--- config.mk ---
export PLATFORM = sky130hd
export DESIGN_NAME = dhm_top
export DESIGN_NICKNAME = d
export VERILOG_FILES = /design/src/dhm_pkg.sv /design/src/dhm_mbx_if.sv /design/src/dhm_mailbox_mem.sv /design/src/dhm_rate_timer.sv /design/src/dhm_top.sv
export SDC_FILE = /design/constraint.sdc
export NUM_CORES = 1
export LEC_CHECK = 0
export ABC_AREA = 1
export BUFFER_PORTS_ARGS = -buffer_cell sky130_fd_sc_hd__clkbuf_2
export CAP_MARGIN = 20
export CORE_MARGIN = 1
export CORE_UTILIZATION = 38
export DETAILED_ROUTE_END_ITERATION = 10
export SETUP_SLACK_MARGIN = 0.1
export SYNTH_ARGS = -nofsm -noshare
export SYNTH_HDL_FRONTEND = slang
export SYNTH_HIERARCHICAL = 1
export SYNTH_SLANG_ARGS = --single-unit
export TNS_END_PERCENT = 20
--- constraint.sdc ---
create_clock -name core_clk -period 3.7 [get_ports core_clk]
set_input_delay 0.74 -clock core_clk [delete_from_list [all_inputs] [get_ports core_clk]]
set_output_delay 0.74 -clock core_clk [all_outputs]
set_load 0.005 [all_outputs]
--- src/dhm_pkg.sv ---
package dhm_pkg;
   // Extended register indices on the core side
   localparam logic [2:0] IDX_MBX0 = 3'h0;
   localparam logic [2:0] IDX_MBX3 = 3'h3;
   localparam logic [2:0] IDX_ICW = 3'h4;
   localparam logic [2:0] IDX_CDW = 3'h5;
   localparam logic [2:0] IDX_ACW = 3'h6;
   // Interrupt control word fields
   localparam int ICW_REQ_HI = 15;
   localparam int ICW_REQ_LO = 13;
   localparam int ICW_MASK_HI = 12;
   localparam int ICW_MASK_LO = 10;
   localparam int ICW_D2H = 9;
   localparam int ICW_GIE = 8;
   localparam int ICW_PRIO_HI = 7;
   localparam int ICW_PRIO_LO = 5;
   localparam int ICW_CLR_HI = 4;
   localparam int ICW_CLR_LO = 2;
   // Analog control word fields
   localparam int ACW_DRATE_HI = 15;
   localparam int ACW_DRATE_LO = 14;
   localparam int ACW_PIN_B = 7;
   localparam int ACW_PIN_A = 6;
   localparam int ACW_ADC_EN = 5;
   localparam int ACW_DONE = 4;
   localparam int ACW_START = 3;
   localparam int ACW_ARATE_HI = 1;
   localparam int ACW_ARATE_LO = 0;
   localparam logic [15:0] ACW_RST = 16'h0008;
   localparam logic [15:0] ACW_WMASK = 16'hC0EB;
   // Converter data word fields
   localparam int DAC_W = 10;
   localparam int ADC_LSB = 2;
   // Host control register in bank F
   localparam int HCTL_REQ = 0;
   localparam int HCTL_D2H = 1;
   localparam logic [1:0] HOST_CLR_DELAY = 2'h3;
   // Sample timer divisions at the core clock
   localparam int CLK_HZ = 50_000_000;
   localparam int RATE_64K_HZ = 64_000;
   localparam int RATE_16K_HZ = 16_000;
   localparam int RATE_10K_HZ = 10_000;
   localparam int RATE_4K_HZ = 4_000;
   localparam int DIV_W = 14;
   localparam logic [DIV_W-1:0] DIV_64K = DIV_W'(CLK_HZ / RATE_64K_HZ);
   localparam logic [DIV_W-1:0] DIV_16K = DIV_W'(CLK_HZ / RATE_16K_HZ);
   localparam int DIV_10K = CLK_HZ / RATE_10K_HZ;
   localparam int DIV_4K = CLK_HZ / RATE_4K_HZ;
   // Interrupt sequencer states
   typedef enum logic [2:0] {
      ST_IDLE = 3'b001,
      ST_REQ = 3'b010,
      ST_SERV = 3'b100
   } dhm_state_t;
endpackage

--- src/dhm_mbx_if.sv ---
`timescale 1ns/1ps
`default_nettype none
interface dhm_mbx_if;
   logic host_we; // Host byte write, bank B 00-07
   logic [2:0] host_waddr; // Host byte position
   logic [7:0] host_wdata; // Host byte data
   logic [3:0] host_raddr; // Host read position 00-0F
   logic [7:0] host_rdata; // Registered host read byte
   logic dsp_we; // Core word write
   logic [1:0] dsp_idx; // Core word index
   logic [15:0] dsp_wdata; // Core word data
   logic [15:0] dsp_rdata; // Registered host-written word
   modport ctl (output host_we, host_waddr, host_wdata, host_raddr,
      dsp_we, dsp_idx, dsp_wdata, input host_rdata, dsp_rdata);
   modport mem (input host_we, host_waddr, host_wdata, host_raddr,
      dsp_we, dsp_idx, dsp_wdata, output host_rdata, dsp_rdata);
endinterface
`default_nettype wire

--- src/dhm_mailbox_mem.sv ---
`timescale 1ns/1ps
`default_nettype none
module dhm_mailbox_mem import dhm_pkg::*; (
   input wire logic core_clk,
   dhm_mbx_if.mem mbx
);
   logic [7:0] host_byte_reg [0:7]; // Host to core bytes
   logic [15:0] dsp_word_reg [0:3]; // Core to host words
   logic [15:0] host_word;

   // Host fills bank B 00-07 only
   always_ff @(posedge core_clk) begin
      if (mbx.host_we) begin
         host_byte_reg[mbx.host_waddr] <= mbx.host_wdata;
      end
   end

   // Core word store, separate from host bytes
   always_ff @(posedge core_clk) begin
      if (mbx.dsp_we) begin
         dsp_word_reg[mbx.dsp_idx] <= mbx.dsp_wdata;
      end
   end

   // Even byte high, odd byte low
   assign host_word = {host_byte_reg[{mbx.dsp_idx, 1'b0}],
      host_byte_reg[{mbx.dsp_idx, 1'b1}]};

   // Registered read ports
   always_ff @(posedge core_clk) begin
      mbx.dsp_rdata <= host_word;
      if (!mbx.host_raddr[3]) begin
         mbx.host_rdata <= host_byte_reg[mbx.host_raddr[2:0]];
      end else if (!mbx.host_raddr[0]) begin
         mbx.host_rdata <= dsp_word_reg[mbx.host_raddr[2:1]][15:8];
      end else begin
         mbx.host_rdata <= dsp_word_reg[mbx.host_raddr[2:1]][7:0];
      end
   end
endmodule // dhm_mailbox_mem
`default_nettype wire

--- src/dhm_rate_timer.sv ---
`timescale 1ns/1ps
`default_nettype none
module dhm_rate_timer import dhm_pkg::*; (
   input wire logic core_clk,
   input wire logic rstn,
   input wire logic en,
   input wire logic [DIV_W-1:0] limit,
   output logic tick
);
   logic [DIV_W-1:0] cnt_reg; // Sample count, held at zero while en is low

   // Count up to the limit, one-cycle tick at the end
   always_ff @(posedge core_clk) begin
      if (!rstn || !en) begin
         cnt_reg <= '0;
         tick <= 1'b0;
      end else if (cnt_reg >= limit - DIV_W'(1)) begin
         cnt_reg <= '0;
         tick <= 1'b1;
      end else begin
         cnt_reg <= cnt_reg + DIV_W'(1);
         tick <= 1'b0;
      end
   end
endmodule // dhm_rate_timer
`default_nettype wire

--- src/dhm_top.sv ---
`timescale 1ns/1ps
`default_nettype none
module dhm_top import dhm_pkg::*; #(
   parameter int DIV_10K_P = DIV_10K, // 10 kHz division
   parameter int DIV_4K_P = DIV_4K // 4 kHz division
) (
   input wire logic core_clk,
   input wire logic rstn,
   input wire logic dsp_wr,
   input wire logic dsp_rd,
   input wire logic [2:0] dsp_idx,
   input wire logic [15:0] dsp_wdata,
   output logic [15:0] dsp_rdata,
   output logic dsp_rvalid,
   output logic [2:0] int_line,
   input wire logic int_ack,
   input wire logic int_return,
   input wire logic host_wr,
   input wire logic host_rd,
   input wire logic host_bank_f,
   input wire logic [3:0] host_addr,
   input wire logic [7:0] host_wdata,
   input wire logic host_instr_done,
   output logic [7:0] host_rdata,
   output logic host_rvalid,
   output logic host_irq,
   input wire logic adc_done,
   input wire logic [7:0] adc_result,
   output logic adc_enable,
   output logic adc_start,
   output logic [DAC_W-1:0] dac_data,
   output logic dac_load,
   output logic general_output_pin_a,
   output logic general_output_pin_b
);
   dhm_mbx_if mbx (); // Link to the mailbox store

   logic [2:0] req_flag_reg; // Line 2,1,0 request flags
   logic [2:0] source_mask_reg; // Per-source allow bits
   logic gie_reg; // Global interrupt enable
   logic [2:0] prio_reg; // Priority order code
   logic d2h_reg; // Core to host request
   logic [1:0] d2h_cnt_reg; // Host instructions left to clear
   logic d2h_arm_reg; // Pending host clear
   logic [15:0] acw_reg; // Analog control word
   logic [7:0] adc_data_reg; // Last converter result
   logic conv_done_reg; // Conversion complete flag
   dhm_state_t state_reg; // Interrupt sequencer state
   logic [2:0] rd_idx_reg; // Core read index, first stage
   logic rd_reg; // Core read, first stage
   logic hrd_reg; // Host read, first stage
   logic hrd_f_reg; // Host read targets bank F
   logic dac_tick; // Output sample timer tick
   logic adc_tick; // Input sample timer tick
   logic [DIV_W-1:0] dac_limit;
   logic [DIV_W-1:0] adc_limit;
   logic icw_wr, cdw_wr, acw_wr, cdw_rd, hctl_wr;
   logic [2:0] clr_strobe;
   logic [2:0] pending;
   logic [2:0] winner;
   logic [15:0] icw_view;

   // Pick one pending source in configured order
   function automatic logic [2:0] prio_pick(input logic [2:0] code,
                                           input logic [2:0] pend);
      logic [1:0] order [0:2];
      logic [2:0] pick;
      pick = 3'h0;
      case (code)
         3'b001: order = '{2'd0, 2'd2, 2'd1};
         3'b010: order = '{2'd1, 2'd0, 2'd2};
         3'b011: order = '{2'd1, 2'd2, 2'd0};
         3'b100: order = '{2'd2, 2'd0, 2'd1};
         3'b101: order = '{2'd2, 2'd1, 2'd0};
         default: order = '{2'd0, 2'd1, 2'd2};
      endcase
      // First pending source in order wins
      for (int i = 2; i >= 0; i--) begin
         if (pend[order[i]]) begin
            pick = 3'h0;
            pick[order[i]] = 1'b1;
         end
      end
      return pick;
   endfunction

   // Access decodes
   assign icw_wr = dsp_wr && (dsp_idx == IDX_ICW);
   assign cdw_wr = dsp_wr && (dsp_idx == IDX_CDW);
   assign acw_wr = dsp_wr && (dsp_idx == IDX_ACW);
   assign cdw_rd = dsp_rd && (dsp_idx == IDX_CDW);
   assign hctl_wr = host_wr && host_bank_f;
   // Clear bits act only in the write cycle
   assign clr_strobe = icw_wr ? dsp_wdata[ICW_CLR_HI:ICW_CLR_LO]
                              : 3'h0;

   // Mailbox store hookup
   assign mbx.host_we = host_wr && !host_bank_f
                        && !host_addr[3];
   assign mbx.host_waddr = host_addr[2:0];
   assign mbx.host_wdata = host_wdata;
   assign mbx.host_raddr = host_addr;
   assign mbx.dsp_we = dsp_wr && (dsp_idx <= IDX_MBX3);
   assign mbx.dsp_idx = dsp_idx[1:0];
   assign mbx.dsp_wdata = dsp_wdata;

   dhm_mailbox_mem u_mem (
      .core_clk(core_clk),
      .mbx(mbx)
   );

   // Output sample rate select
   always_comb begin
      case (acw_reg[ACW_DRATE_HI:ACW_DRATE_LO])
         2'b00: dac_limit = DIV_64K;
         2'b01: dac_limit = DIV_16K;
         2'b10: dac_limit = DIV_W'(DIV_10K_P);
         default: dac_limit = DIV_W'(DIV_4K_P);
      endcase
   end

   // Input sample rate select
   always_comb begin
      case (acw_reg[ACW_ARATE_HI:ACW_ARATE_LO])
         2'b00: adc_limit = DIV_64K;
         2'b01: adc_limit = DIV_16K;
         2'b10: adc_limit = DIV_W'(DIV_10K_P);
         default: adc_limit = DIV_W'(DIV_4K_P);
      endcase
   end

   // Output update timer, always running
   dhm_rate_timer u_dac_timer (
      .core_clk(core_clk),
      .rstn(rstn),
      .en(1'b1),
      .limit(dac_limit),
      .tick(dac_tick)
   );

   // Input sample timer, runs while converter enabled
   dhm_rate_timer u_adc_timer (
      .core_clk(core_clk),
      .rstn(rstn),
      .en(acw_reg[ACW_ADC_EN]),
      .limit(adc_limit),
      .tick(adc_tick)
   );

   // Request flags; a set in the clear cycle wins
   always_ff @(posedge core_clk) begin
      if (!rstn) begin
         req_flag_reg <= 3'h0;
      end else begin
         for (int i = 0; i < 3; i++) begin
            if (clr_strobe[i]) begin
               req_flag_reg[i] <= 1'b0;
            end
         end
         if (hctl_wr && host_wdata[HCTL_REQ]) begin
            req_flag_reg[2] <= 1'b1;
         end
         if (adc_done) begin
            req_flag_reg[1] <= 1'b1;
         end
         if (dac_tick) begin
            req_flag_reg[0] <= 1'b1;
         end
      end
   end

   // Core-only interrupt settings
   always_ff @(posedge core_clk) begin
      if (!rstn) begin
         source_mask_reg <= 3'h0;
         gie_reg <= 1'b0;
         prio_reg <= 3'h0;
      end else if (icw_wr) begin
         source_mask_reg <= dsp_wdata[ICW_MASK_HI:ICW_MASK_LO];
         gie_reg <= dsp_wdata[ICW_GIE];
         prio_reg <= dsp_wdata[ICW_PRIO_HI:ICW_PRIO_LO];
      end
   end

   // Core to host request with delayed host clear
   always_ff @(posedge core_clk) begin
      if (!rstn) begin
         d2h_reg <= 1'b0;
         d2h_arm_reg <= 1'b0;
         d2h_cnt_reg <= 2'h0;
      end else begin
         if (hctl_wr && !host_wdata[HCTL_D2H]) begin
            // Host wrote 0: start the countdown
            d2h_arm_reg <= 1'b1;
            d2h_cnt_reg <= HOST_CLR_DELAY;
         end else if (d2h_arm_reg && host_instr_done) begin
            if (d2h_cnt_reg == 2'h1) begin
               d2h_arm_reg <= 1'b0;
            end
            d2h_cnt_reg <= d2h_cnt_reg - 2'h1;
         end
         if (icw_wr && dsp_wdata[ICW_D2H]) begin
            d2h_reg <= 1'b1;
         end else if (d2h_arm_reg && host_instr_done
                      && d2h_cnt_reg == 2'h1) begin
            d2h_reg <= 1'b0;
         end
      end
   end

   // Host sees the request bit from a flop
   assign host_irq = d2h_reg;

   // Eligible sources
   assign pending = req_flag_reg & source_mask_reg
                    & {3{gie_reg}};
   assign winner = prio_pick(prio_reg, pending);

   // Interrupt sequencer, no nesting
   always_ff @(posedge core_clk) begin
      if (!rstn) begin
         state_reg <= ST_IDLE;
         int_line <= 3'h0;
      end else begin
         case (state_reg)
            ST_IDLE: begin
               if (|pending) begin
                  int_line <= winner;
                  state_reg <= ST_REQ;
               end
            end
            ST_REQ: begin
               if (int_ack) begin
                  int_line <= 3'h0;
                  state_reg <= ST_SERV;
               end else if (!(|pending)) begin
                  // Source withdrawn before acceptance
                  int_line <= 3'h0;
                  state_reg <= ST_IDLE;
               end
            end
            ST_SERV: begin
               if (int_return) begin
                  state_reg <= ST_IDLE;
               end
            end
            default: begin
               int_line <= 3'h0;
               state_reg <= ST_IDLE;
            end
         endcase
      end
   end

   // Analog control word; done bit is read-only
   always_ff @(posedge core_clk) begin
      if (!rstn) begin
         acw_reg <= ACW_RST;
      end else if (acw_wr) begin
         acw_reg <= dsp_wdata & ACW_WMASK;
      end
   end

   // Control outputs straight from the control word
   assign general_output_pin_a = acw_reg[ACW_PIN_A];
   assign general_output_pin_b = acw_reg[ACW_PIN_B];
   assign adc_enable = acw_reg[ACW_ADC_EN];

   // Conversion launch: on demand, or on timer expiry while the start bit is clear
   always_ff @(posedge core_clk) begin
      if (!rstn) begin
         adc_start <= 1'b0;
      end else begin
         adc_start <= (acw_wr && dsp_wdata[ACW_START]
                       && dsp_wdata[ACW_ADC_EN])
                      || (adc_tick && !acw_reg[ACW_START]
                          && acw_reg[ACW_ADC_EN]);
      end
   end

   // Result capture and done flag; set beats read clear
   always_ff @(posedge core_clk) begin
      if (!rstn) begin
         adc_data_reg <= 8'h00;
         conv_done_reg <= 1'b0;
      end else if (adc_done) begin
         adc_data_reg <= adc_result;
         conv_done_reg <= 1'b1;
      end else if (cdw_rd) begin
         conv_done_reg <= 1'b0;
      end
   end

   // Output sample load
   always_ff @(posedge core_clk) begin
      if (!rstn) begin
         dac_data <= '0;
         dac_load <= 1'b0;
      end else begin
         dac_load <= cdw_wr;
         if (cdw_wr) begin
            dac_data <= dsp_wdata[DAC_W-1:0];
         end
      end
   end

   // Interrupt word as the core reads it
   always_comb begin
      icw_view = 16'h0000;
      icw_view[ICW_REQ_HI:ICW_REQ_LO] = req_flag_reg;
      icw_view[ICW_MASK_HI:ICW_MASK_LO] = source_mask_reg;
      icw_view[ICW_D2H] = d2h_reg;
      icw_view[ICW_GIE] = gie_reg;
      icw_view[ICW_PRIO_HI:ICW_PRIO_LO] = prio_reg;
   end

   // Read pipeline first stage
   always_ff @(posedge core_clk) begin
      if (!rstn) begin
         rd_reg <= 1'b0;
         rd_idx_reg <= 3'h0;
         hrd_reg <= 1'b0;
         hrd_f_reg <= 1'b0;
      end else begin
         rd_reg <= dsp_rd;
         rd_idx_reg <= dsp_idx;
         hrd_reg <= host_rd;
         hrd_f_reg <= host_bank_f;
      end
   end

   // Core read data, second stage
   always_ff @(posedge core_clk) begin
      if (!rstn) begin
         dsp_rdata <= 16'h0000;
         dsp_rvalid <= 1'b0;
      end else begin
         dsp_rvalid <= rd_reg;
         if (rd_reg) begin
            case (rd_idx_reg)
               IDX_ICW: dsp_rdata <= icw_view;
               IDX_CDW: dsp_rdata <= {6'h00, adc_data_reg,
                                      2'b00};
               IDX_ACW: begin
                  dsp_rdata <= acw_reg;
                  dsp_rdata[ACW_DONE] <= conv_done_reg;
               end
               default: begin
                  if (rd_idx_reg <= IDX_MBX3) begin
                     dsp_rdata <= mbx.dsp_rdata;
                  end else begin
                     dsp_rdata <= 16'h0000;
                  end
               end
            endcase
         end
      end
   end

   // Host read data: bank B bytes or bank F control
   always_ff @(posedge core_clk) begin
      if (!rstn) begin
         host_rdata <= 8'h00;
         host_rvalid <= 1'b0;
      end else begin
         host_rvalid <= hrd_reg;
         if (hrd_reg && hrd_f_reg) begin
            host_rdata <= {6'h00, d2h_reg, req_flag_reg[2]};
         end else if (hrd_reg) begin
            host_rdata <= mbx.host_rdata;
         end
      end
   end
endmodule // dhm_top
`default_nettype wire

==> impl_metrics.csv <==
group,metric,value,unit
outcome,run_status,"completed",
layout,insertedDiodeCount,0,
cts,cts-root-to-sink-buffers,3,
die,fp.dieArea,33770,µm²
detailed_routing,drt_pass1_iterations,8,
synthesis,leading_cell_types_by_total_area_after_synthesis,"edfxtp_1 31%, dfxtp_1 22%, nand2_1 11%, inv_1 7.2%, nand3_1 5.4%",
die,floorplan.initialDensity,0.3859,
detailed_routing,route.detailed.vias_per_inst,4.885,
detailed_routing,drt-total-wl,33.63,mm
placed_design,place_congestion,0.8893,
sta,fin_setup_tns,0,ps
detailed_routing,postRouteAntennaNets,0,
detailed_routing,detailedRoute.firstIterationViolations,760,
placed_design,io_buffer_count,94,
power_and_ir_drop,power.switching,0.001576,W
die,io_pins,95,
cts,cts_clk_pin_slew_worst_paths,60,ps
sta,max_slew.worst_pin.slew,777.3,ps
synthesis,yosys-top-cells-count,"378 x nand2_1, 242 x inv_1, 135 x dfxtp_1, 135 x nand3_1, 128 x edfxtp_1",
layout,fraction_of_layout_instances_using_a_drive_strength_above_1,0.1291,
worst_setup_path,timing.critical_path.slowest_stage_cell,"nor2_1",
detailed_routing,post-route-drc-count,0,
synthesis,synthDominantAreaCellType,"edfxtp_1",
global_route,gr-usage-all-layers,0.2007,
sta,slew-limit-headroom,0.4810,
cts,cts-buffers-inserted,29,
detailed_routing,drt-met1-wl,15.43,mm
power_and_ir_drop,p_leak,6.352,nW
detailed_routing,routed_wl_met3,1.823,mm
sta,finalSetupViolCount,0,
synthesis,yosysUniqueCellTypes,42,
cts,cts-hold-fix-buffers,0,
sta,finalMaxSlewViolations,0,
synthesis,yosysMostFrequentCell,"nand2_1",
detailed_routing,detail_route.wl_per_cell,16.20,µm
die,standard_cell_rows,66,
cts,cts_resized,0,
power_and_ir_drop,power_per_cell_area,451.4,nW/µm²
synthesis,synth.yosys.seq_area_share,0.5214,
worst_setup_path,critical_path_arrival,3630,ps
global_route,vias_in_the_first_global_route,9584,
layout,num-fill-cells,3202,
min_path,timing.hold.worst.class,"in -> reg",
layout,multi_input_comb_area,4800,µm²
detailed_routing,highest_signal_layer,"met4",
sta,finalCritPeriodShare,0.8526,
synthesis,ys_ff_latch,263,
power_and_ir_drop,combPwrFrac,0.078,
synthesis,synth_cells,1511,
worst_setup_path,critical_path.startpoint_type,"register",
worst_setup_path,critPathMaxFanout,14,
global_route,antenna_found_initial,0,
cts,clk_latency,550,ps
sta,finalCriticalPeriod,3155,ps
power_and_ir_drop,sequentialPowerShare,0.492,
synthesis,synth-edff-count,128,
global_route,grt-ovfl-total,0,
power_and_ir_drop,intPower,0.004943,W
synthesis,synth_largest_type_area_fraction,0.3061,
worst_setup_path,endpoint_kind,"register",
worst_setup_path,crit_path_frequent_cell,"nand2_1",
worst_setup_path,required,4170,ps
layout,area_growth,15.02,%
cts,cts.sink_count,263,
job,timing.max_cap.violations,0,
cts,clock_tree.htree_level_count,1,
detailed_routing,detail_route_met2_wl,15.51,mm
cts,clock-root-buffer,"clkbuf_16",
worst_setup_path,critical_path.max_stage_delay,550,ps
layout,register_area,6546,µm²
synthesis,synth_async_sr_flop_share,0,
layout,finalNetCount,1695,
cts,postCtsSetupRepairBufs,0,
die,core,32540,µm²
sta,rsz0062_at_grt,"no",
die,floorplan.die.width,183.8,µm
worst_setup_path,critical_path.cell_chain,"inv_1, nor2_1, nor2_1, nand2_1, nor2_1, nand2_1, inv_1, nand2_1, nand2_1, nand2_1, inv_1, ha_1, nand2_1, nor2_1, nand2_1, nand2_1, nor2_2, nand4_2, nor2_1",
sta,max_freq,317.0,MHz
global_route,grt_pass1_wl,52.27,mm
synthesis,ys_warn_count,6,
synthesis,syn_area,12560,µm²
die,chipHeight,183.8,µm
sta,timing_hold_violations_final,0,
sta,worst_clock_skew,4.576,ps
global_route,maximum_number_of_pins_on_one_net_before_global_route_repair,41,
worst_setup_path,worst_setup_path_class,"reg -> reg",
power_and_ir_drop,post-layout-total-power,0.006519,W
power_and_ir_drop,vdd.ir_drop.worst,0.3696,mV
synthesis,synth_flop_cell,"dfxtp_1",
detailed_routing,routed-via-count,10140,
cts,cts_tree,"built",
placed_design,dp_hpwl,23.91,mm
power_and_ir_drop,netSwitchingFraction,0.2417,
synthesis,synthesis.area_per_instance,8.310,µm²
power_and_ir_drop,power.clock.fraction,0.430,
-- placed cells by master (no fill, tap or decap), types with 3 or more instances in the layout --
cell type and n:
clkbuf_1 11, inv_1 242, ha_1 33, edfxtp_1 128, inv_2 10, nor3_2 4, o221ai_1 12, a21oi_1 80
buf_4 24, nand2_2 10, nor3_1 12, o21ai_0 45, clkbuf_2 94, clkinv_2 3, xor2_1 26, conb_1 5
nand2_1 378, o211ai_1 11, dfxtp_1 135, nor2_4 4, xnor2_1 14, a22oi_1 9, o21ai_1 4, clkbuf_16 29
a21oi_2 3, nand4_1 14, nor2_2 8, nor2_1 117, nand3_2 5, clkinv_1 4, nand3_1 135
-- per-layer routing --
metal,global-route usage,vias to the layer above
met2,0.3291,292
met3,0.02793,55
met4,0.06367,0
met5,0,-
li1,-,5059
met1,0.2730,4735
-- cells by family after synthesis --
group,count (synthesis),share of synthesized area
xor gates and xnor gates,40,0.02790
adders and majority gates,33,0.03289
AOI/OAI and AO/OA,169,0.07703
buffers and inverters,307,0.09766
other,2,0.0005981
DFF,263,0.5214
and+or+nand+nor,697,0.2426
-- power by group through the flow --
stage / combinational [W] / clock (W) / sequential (W)
floorplan: 0.000316 / 0 / 0.00325
global placement: 0.000499 / 0 / 0.00327
detailed placement: 0.000506 / 0 / 0.00327
CTS: 0.000508 / 0.00286 / 0.00321
global route: 0.000572 / 0.00296 / 0.00321
finish: 0.000508 / 0.00281 / 0.00321
-- area by class of cell --
cell class              count  share of cell area
flip-flops and latches    263              0.4533
multi-input cells         944              0.3324
inverters                 255             0.06628
clock buffers              42             0.05502
repair buffers            119             0.04644
well taps                 442             0.03829
clock inverters            11            0.008317
-- critical path, delay by kind of cell, from the launching register on --
| kind | cells | cell delay [ps] |
|---|---|---|
| adders and majority gates | 1 | 280 |
| buffers and inverters | 3 | 350 |
| DFF | 1 | 430 |
| and+or+nand+nor | 15 | 2010 |
-- stage by stage --
stage	instance area [µm²]	std cells	util	hold WS, ps	setup WS [ps]
floorplan	12570	1514	-	413.0	1197
finish	14440	2076	0.4439	419.0	545.4
global placement	13530	2023	0.4157	434.6	787.3
global route	14440	2076	0.4439	407.9	203.9
detailed placement	13530	2023	0.4157	434.5	625.2
CTS	14440	2076	0.4439	404.7	615.9
-- worst paths after layout --
path / slack, ps / endpoint / startpoint / depth (start not counted)
max: 550 / u_adc_timer/cnt_reg[3] / acw_reg[0] / 19
min: 420 / hrd_reg / host_rd / 3
max reg2reg: 550 / u_adc_timer/cnt_reg[3] / acw_reg[0] / 19
min reg2reg: 450 / host_rdata[6] / u_mem/mbx.host_rdata[6] / 2
Power figures use the tool's default switching activity.
